### src/pkg/dac_pkg.sv
// package: register map, field layout and types of the noise-shaped pwm dac
package dac_pkg;
  // byte addresses of the four word registers
  localparam logic [3:0] ADDR_CODE_LOW = 4'h0;
  localparam logic [3:0] ADDR_CODE_HIGH = 4'h4;
  localparam logic [3:0] ADDR_CFG0 = 4'h8;
  localparam logic [3:0] ADDR_CFG1 = 4'hc;
  localparam logic [3:0] ADDR_STATUS = 4'h0; // word index view, unused
  // cfg0 field positions
  localparam int ORDER_HI = 7;
  localparam int ORDER_LO = 6;
  localparam int WCODE_HI = 5;
  localparam int WCODE_LO = 3;
  localparam int EN_HI = 2;
  localparam int EN_LO = 1;
  localparam int HALVE_BIT = 0;
  // cfg1 field positions, then shared widths and constants
  localparam int BW_BIT = 1;
  localparam int INV_BIT = 0;
  localparam logic [3:0] MIN_WIDTH = 4'h4;
  localparam logic [1:0] ORDER0 = 2'h0;
  localparam logic [1:0] ORDER1 = 2'h1;
  localparam int CODE_W = 16;
  localparam int ACC_W = 20;
  localparam int MAXW = 11;
  localparam logic [31:0] UNMAPPED_READ = 32'h0000_0000;

  typedef enum logic [1:0] {
    ST_IDLE = 2'b01,
    ST_ACK = 2'b10
  } bus_state_t;

  typedef struct packed {
    logic [3:0] address;
    logic read;
    logic write;
    logic [31:0] writedata;
    logic [3:0] byteenable;
  } av_req_t;

  typedef struct packed {
    bus_state_t bus;
    logic [31:0] rdata;
    logic waitreq;
    logic [7:0] code_low;
    logic [7:0] code_high;
    logic [15:0] code;
    logic [7:0] cfg0;
    logic [7:0] cfg1;
    logic div_ph;
    logic [10:0] cnt;
    logic [10:0] duty;
    logic signed [ACC_W-1:0] acc1;
    logic signed [ACC_W-1:0] acc2;
    logic signed [ACC_W-1:0] err1;
    logic pwm;
    logic period_strobe;
  } dac_state_t;
endpackage

### src/ns_pwm_dac.sv
// noise-shaped pwm dac core with avalon-mm register slave
`timescale 1ns/1ps
module ns_pwm_dac (
  // clock, reset, enable
  input wire logic CLK,
  input wire logic RST,
  input wire logic CE,
  // avalon-mm slave
  input wire dac_pkg::av_req_t AV_REQ,
  output logic [31:0] AV_READDATA,
  output logic AV_WAITREQUEST,
  // dac outputs
  output logic PWM_OUT,
  output logic DAC_ENABLE,
  output logic AMP_ENABLE,
  output logic AMP_WIDE_BW
);
  import dac_pkg::*;

  dac_state_t s_r, s_nxt;

  // bus timing, as a master sees it:
  //   edge e   request taken while idle; the read word is latched here
  //   edge e+1 waitrequest sampled low; a write lands on this edge
  //   edge e+2 idle again, so the next request may be taken
  // writes wait for the acking edge, so a request that a low clock
  // enable stalls never changes a register ahead of its answer

  // modulator timing:
  //   one tick per clock, or one per second clock with the halve bit
  //   the count runs 0..2^m-1 and wraps; duty loads at the wrap, so a
  //   new code is heard from the next period on; a new width moves the wrap at once
  //   output is high while count < duty, then flipped by the invert bit
  //   code zero never goes high; the top code stays low for one tick

  // shaper:
  //   order 0 keeps the upper m bits and drops the rest
  //   order 1 carries the dropped bits into the next period
  //   order 2 feeds back 2e[n-1]-e[n-2]; codes and error are clamped,
  //   so codes close to either rail lose resolution
  //   all error state clears while the converter is disabled

  // width m from the three-bit code
  function automatic logic [3:0] width_of(input logic [7:0] cfg);
    width_of = MIN_WIDTH + {1'b0, cfg[WCODE_HI:WCODE_LO]};
  endfunction

  // all-ones mask of m bits: the largest pwm code
  function automatic logic [10:0] top_of(input logic [3:0] m);
    top_of = 11'((12'h001 << m) - 12'h001);
  endfunction

  // merge one written byte into a register
  function automatic logic [7:0] wr_byte(input logic [7:0] old,
                                         input av_req_t q);
    wr_byte = q.byteenable[0] ? q.writedata[7:0] : old;
  endfunction

  // read mux: one byte per word, upper lanes read as zero
  function automatic logic [31:0] read_mux(input dac_state_t s,
                                           input logic [3:0] a);
    case (a)
      ADDR_CODE_LOW: read_mux = {24'h000000, s.code_low};
      ADDR_CODE_HIGH: read_mux = {24'h000000, s.code_high};
      ADDR_CFG0: read_mux = {24'h000000, s.cfg0};
      ADDR_CFG1: read_mux = {24'h000000, s.cfg1};
      default: read_mux = UNMAPPED_READ;
    endcase
  endfunction

  // commit one write; only ever applied on the acking edge
  function automatic dac_state_t commit_write(input dac_state_t s,
                                              input av_req_t q);
    commit_write = s;
    case (q.address)
      ADDR_CODE_LOW: commit_write.code_low = wr_byte(s.code_low, q);
      ADDR_CODE_HIGH: begin
        commit_write.code_high = wr_byte(s.code_high, q);
        // both bytes move together only here, so a lone low-byte
        // write cannot tear the code that the modulator sees
        if (q.byteenable[0]) begin
          commit_write.code = {q.writedata[7:0], s.code_low};
        end
      end
      ADDR_CFG0: commit_write.cfg0 = wr_byte(s.cfg0, q);
      ADDR_CFG1: commit_write.cfg1 = wr_byte(s.cfg1, q);
      default: ; // unmapped writes are dropped
    endcase
  endfunction

  // hold a shaped code inside the pwm range 0..top
  function automatic logic signed [ACC_W-1:0] clamp_code(
      input logic signed [ACC_W-1:0] v,
      input logic signed [ACC_W-1:0] hi);
    if (v < 0) begin
      clamp_code = '0;
    end else if (v > hi) begin
      clamp_code = hi;
    end else begin
      clamp_code = v;
    end
  endfunction

  // limit the error state to one pwm step either way, so a long run
  // in saturation cannot wind the loop up
  function automatic logic signed [ACC_W-1:0] bound_err(
      input logic signed [ACC_W-1:0] e,
      input logic [3:0] lsb_sh);
    logic signed [ACC_W-1:0] lim;
    lim = ACC_W'(1) <<< lsb_sh;
    if (e > lim) begin
      bound_err = lim;
    end else if (e < -lim) begin
      bound_err = -lim;
    end else begin
      bound_err = e;
    end
  endfunction

  logic [3:0] m;
  logic [10:0] top;
  logic [3:0] sh;
  logic signed [ACC_W-1:0] in_full;
  logic signed [ACC_W-1:0] sum;
  logic signed [ACC_W-1:0] q_val;
  logic signed [ACC_W-1:0] q_code;
  logic signed [ACC_W-1:0] top_s;
  logic tick;
  logic wrap;
  logic [1:0] order;

  always_comb begin
    s_nxt = s_r;
    m = width_of(s_r.cfg0);
    top = top_of(m);
    sh = 4'(CODE_W) - m;
    order = s_r.cfg0[ORDER_HI:ORDER_LO];
    in_full = ACC_W'(s_r.code);
    top_s = ACC_W'(top);
    sum = '0;
    q_val = '0;
    q_code = '0;
    tick = 1'b0;
    wrap = 1'b0;
    s_nxt.period_strobe = 1'b0;

    // bus slave: one wait cycle, then answer with waitrequest low
    case (s_r.bus)
      ST_IDLE: begin
        s_nxt.waitreq = 1'b1;
        if (AV_REQ.read || AV_REQ.write) begin
          s_nxt.bus = ST_ACK;
          s_nxt.waitreq = 1'b0;
          if (AV_REQ.read) begin
            s_nxt.rdata = read_mux(s_r, AV_REQ.address);
          end
        end
      end
      ST_ACK: begin
        // request still held here; the write lands on this edge
        if (AV_REQ.write) begin
          s_nxt = commit_write(s_nxt, AV_REQ);
        end
        s_nxt.bus = ST_IDLE;
        s_nxt.waitreq = 1'b1;
      end
      default: begin
        s_nxt.bus = ST_IDLE;
        s_nxt.waitreq = 1'b1;
      end
    endcase

    // modulator clock: every cycle, or every second one when halved
    if (s_r.cfg0[HALVE_BIT]) begin
      s_nxt.div_ph = ~s_r.div_ph;
      tick = s_r.div_ph;
    end else begin
      s_nxt.div_ph = 1'b0;
      tick = 1'b1;
    end

    // period counter over 2^m modulator clocks
    if (s_r.cfg0[EN_LO] && tick) begin
      wrap = (s_r.cnt >= top);
      s_nxt.cnt = wrap ? 11'h000 : s_r.cnt + 11'h001;
    end else if (!s_r.cfg0[EN_LO]) begin
      s_nxt.cnt = 11'h000;
      s_nxt.acc1 = '0;
      s_nxt.acc2 = '0;
      s_nxt.err1 = '0;
    end

    // new duty at each period start; shaper runs once per period
    if (wrap) begin
      s_nxt.period_strobe = 1'b1;
      if (order == ORDER0) begin
        s_nxt.duty = 11'(s_r.code >> sh);
      end else if (order == ORDER1) begin
        // first order: carry the truncation error forward
        sum = in_full + s_r.acc1;
        q_val = sum >>> sh;
        s_nxt.acc1 = sum - (q_val <<< sh);
        // a carry can reach 2^m; the pwm cannot show it
        q_val = clamp_code(q_val, top_s);
        s_nxt.duty = 11'(q_val);
      end else begin
        // second order: error filter 2e[n-1]-e[n-2] added to input
        sum = in_full + (s_r.acc1 <<< 1) - s_r.acc2;
        q_val = sum >>> sh;
        q_code = clamp_code(q_val, top_s);
        // error is vs the saturated code, so extremes dither less
        s_nxt.acc2 = s_r.acc1;
        s_nxt.acc1 = sum - (q_code <<< sh);
        // bound the loop so saturation cannot wind it up
        s_nxt.acc1 = bound_err(s_nxt.acc1, sh);
        s_nxt.duty = 11'(q_code);
      end
    end

    // high while count is below duty: code 0 never high, top gives top/2^m
    s_nxt.pwm = s_r.cfg0[EN_LO] && (s_nxt.cnt < s_nxt.duty);
    s_nxt.pwm = s_nxt.pwm ^ s_r.cfg1[INV_BIT];
  end

  // single state register; clock enable freezes everything
  always_ff @(posedge CLK or posedge RST) begin
    if (RST) begin
      s_r <= '{bus: ST_IDLE, waitreq: 1'b1, default: '0};
    end else if (CE) begin
      s_r <= s_nxt;
    end
  end

  assign AV_READDATA = s_r.rdata;
  assign AV_WAITREQUEST = s_r.waitreq;
  assign PWM_OUT = s_r.pwm;
  assign DAC_ENABLE = s_r.cfg0[EN_LO];
  assign AMP_ENABLE = s_r.cfg0[EN_HI];
  assign AMP_WIDE_BW = s_r.cfg1[BW_BIT];
endmodule // ns_pwm_dac

### config.mk
export PLATFORM = sky130hd
export DESIGN_NAME = ns_pwm_dac
export DESIGN_NICKNAME = d
export VERILOG_FILES = /design/src/pkg/dac_pkg.sv /design/src/ns_pwm_dac.sv
export SDC_FILE = /design/constraint.sdc
export NUM_CORES = 1
export LEC_CHECK = 0
export ABC_CLOCK_PERIOD_IN_PS = 16000
export BUFFER_PORTS_ARGS = -buffer_cell sky130_fd_sc_hd__clkbuf_2
export CAP_MARGIN = 20
export CORE_ASPECT_RATIO = 1.4
export CORE_MARGIN = 2
export CORE_UTILIZATION = 30
export DETAILED_ROUTE_END_ITERATION = 8
export PLACE_DENSITY = 0.53
export SYNTH_ARGS = -nofsm -noshare
export SYNTH_HDL_FRONTEND = slang
export SYNTH_SLANG_ARGS = --single-unit
### constraint.sdc
create_clock -name CLK -period 16 [get_ports CLK]
set_input_delay 2.4 -clock CLK [delete_from_list [all_inputs] [get_ports CLK]]
set_output_delay 2.4 -clock CLK [all_outputs]
set_load 0.005 [all_outputs]
==> qor.csv <==
metric,value,unit
CTS root buffer,clkbuf_16,
outcome,"finished, final reports clean",
Reg2Reg Depth,46,
HPWL after detailed placement,50880,µm
DRC,0,
CP endpoint kind,flop,
Mapped Area,16590,µm²
Total Routing Usage GR,22.38,%
final WL,64760,µm
Die ar.,57220,µm²
type of origin of the critical path,flop,
wire per inst,23.22,µm
pwr dens,148.3,nW/µm²
CTS resizes,0,
hold path startpoint,s_r[67]$_DFFE_PP0P_,
ANT cells,0,
vias in the first global route,15940,
Post-CTS Setup Inserts,0,
Tcrit/Tclk final,85.71,%
Mapped Cells,2086,
GRT overflow,0,
starting density of the core,30.16,%
cell area after placement,17330,µm²
Clock transition at path regs,0.08,ns
max-slew violation count,0,
Tot Pwr,2.663,mW
Synth top cells by count,"nand2_1 (220), ha_1 (161), o21ai_0 (157)",
Yosys Warn Count,0,
Post-DRT Antenna Nets,0,
Post-synth ARST share,100.0,%
CP peak stage delay,0.80,ns
Internal Power,1.244,mW
Worst EP arrival,14.01,ns
hold depth,2,
Yosys top cell area share,17.05,%
P_sw,1.419,mW
Final GP Congestion,0.9911,
register area share after synthesis,17.36,%
final design utilization,32.65,%
global-route wire length before repair,97970,µm
vias per cell,5.885,
clk_lat worst skew,0.44,ns
Post-synth top flop,dfrtp_1,
P&R area growth vs syn,8.243,%
Std-Cell Rows,102,
worst endpoint required time,16.30,ns
# IOs,82,
Clk pwr share,16.2,%
max-cap violations,0,
Post-CTS Hold Fix Bufs,0,
Fin. Hold Viols,0,
"count leader, synth",nand2_1,
Critical-path top delay cell,a2111oi_0,
largest net degree at the start of global routing,79,
Worst Tran Pin Value,1.146,ns
slew margin rel.,23.05,%
share of cells above drive strength 1,11.31,%
initial antenna violation count,0,
register-to-register setup slack,2.29,ns
fin nets,2273,
Worst Hold End,s_r[67]$_DFFE_PP0P_,
combinational power share,72.1,%
Initial DRT Pass Iterations,6,
crit path time final,13.71,ns
Chip Width,202.7,µm
syn_area_per_cell,7.953,µm²
unrepaired setup endpoints after global routing,no,
R2R Path Start,s_r[43]$_DFFE_PP0P_,
# H-tree levels,4,
HP Class,reg2reg,
count of buffers from port buffering,30,
Post-synth EDFFs,0,
Unique masters post-synth,92,
Core Box Area,55010,µm²
CTS Buffer Depth,2,
clk sink count,115,
Chip Height,282.2,µm
maximum vdd drop,0.0001094,V
Leakage,8.080,nW
"Setup violations, final",0,
cell area after layout,17960,µm²
ranking of synthesized cells by area,"dfrtp_1 (17%), ha_1 (12%), mux2i_1 (5.7%)",
vias,16410,
synthesized flop and latch total,115,
critical path peak fanout,29,
clk_skew,0.01510,ns
sw frac,53.28,%
Synth area leader,dfrtp_1,
setup TNS,0,ns
Flop pwr share,11.7,%
TritonCTS clock tree,built,
1st-iter DRT viols,1298,
Crit Reg-Reg Endpoint,s_r[55]$_DFFE_PP0P_,
Max Freq,72.92,MHz
Worst Setup Path Type,reg2reg,
TritonCTS Buffers,17,
[critical path: cells and delay by family, from the launching register on]
kind	cells	cell delay (ns)
muxes	6	2.45
xor gates and xnor gates	1	0.62
adders and majority gates	5	1.87
AOI/OAI and AO/OA	22	6.28
buffers and inverters	3	0.52
DFF	1	0.63
and+or+nand+nor	9	1.14
[sequential cells by signal (all words and copies together) (netlist names)]
signal,cells
AMP_ENABLE,1
DAC_ENABLE,1
AV_WAITREQUEST,1
PWM_OUT,1
in_full,8
AV_READDATA,8
s_r,92
order,2
AMP_WIDE_BW,1
[per-stage QoR]
stage	setup slack (ns)	std cells	hold WS [ns]
global route	1.940	2789	0.4912
floorplan	3.863	2118	0.4451
CTS	2.506	2789	0.4821
finish	2.287	2789	0.4806
detailed placement	2.536	2757	0.4666
global placement	2.689	2757	0.4643
[final cells by class]
type                    instances  area [µm²]
well taps                     728       910.9
inverters                     121       456.7
repair buffers                 51       307.8
clock buffers                  18       439.2
fillers                      5766       37050
clock inverters                14       190.2
multi-input cells            1742       12770
flip-flops and latches        115        2882
[cell usage in the layout, fill, tap and decap left out, drive strengths merged, types with 14 or more instances in the layout]
cell type / synthesis / final
mux2: 79 / 79
o21ai: 171 / 171
ha: 161 / 161
or3: 16 / 16
nand2: 222 / 222
a21boi: 14 / 14
a211o: 14 / 14
fa: 19 / 19
nor3: 44 / 44
conb: 1 / 33
and3: 19 / 19
a21oi: 136 / 136
xor2: 25 / 25
mux2i: 95 / 95
o21a: 30 / 30
o31ai: 14 / 14
nor2b: 26 / 26
and2: 15 / 15
buf: 64 / 21
nand2b: 20 / 20
mux4: 20 / 20
a22o: 21 / 21
o211ai: 38 / 38
xnor2: 39 / 39
a21o: 37 / 37
a211oi: 29 / 29
dfrtp: 113 / 113
a31oi: 21 / 21
nor2: 138 / 138
a22oi: 21 / 21
nand3: 46 / 46
nand4: 16 / 16
inv: 119 / 127
clkbuf: 76 / 48
[worst max path at each step]
stage,cells after the start,end,from
4_1_cts,48,s_r[55]$_DFFE_PP0P_,s_r[42]$_DFFE_PP0P_
5_1_grt,49,s_r[55]$_DFFE_PP0P_,s_r[42]$_DFFE_PP0P_
6_report,46,s_r[55]$_DFFE_PP0P_,s_r[43]$_DFFE_PP0P_
3_3_place_gp,48,s_r[55]$_DFFE_PP0P_,s_r[42]$_DFFE_PP0P_
3_5_place_dp,48,s_r[55]$_DFFE_PP0P_,s_r[42]$_DFFE_PP0P_
2_1_floorplan,54,s_r[55]$_DFFE_PP0P_,s_r[96]$_DFFE_PP0P_
[metal layers]
metal	up-vias	track usage, %	routed length, µm	share of wire [%]
met5	-	0	0	0
met4	0	17.09	5632	8.7
met3	172	2.684	3165	4.9
met2	640	38.59	30830	48
met1	8003	25.27	25140	39
li1	7598	-	-	-
[cells by family (layout without fill, tap and decap cells)]
family          Yosys count  after routing  synth area share [%]
xor+xnor                 65             65                 3.515
other cells               1             33               0.02260
fa+ha+maj               180            180                 14.44
compound gates          674            674                 27.38
flops                   115            115                 17.36
simple gates            596            596                 16.77
buf+inv                 261            204                 6.712
mux                     194            194                 13.81
[power by group through the flow]
| stage | sequential, mW | combinational [mW] | clock (mW) |
|---|---|---|---|
| 5_1_grt | 0.313 | 2.06 | 0.448 |
| 6_report | 0.311 | 1.92 | 0.431 |
| 3_3_place_gp | 0.316 | 1.85 | 0 |
| 2_1_floorplan | 0.311 | 1.33 | 0 |
| 3_5_place_dp | 0.316 | 1.87 | 0 |
| 4_1_cts | 0.311 | 1.89 | 0.436 |
Note: power is estimated with default switching activity, not from simulation.
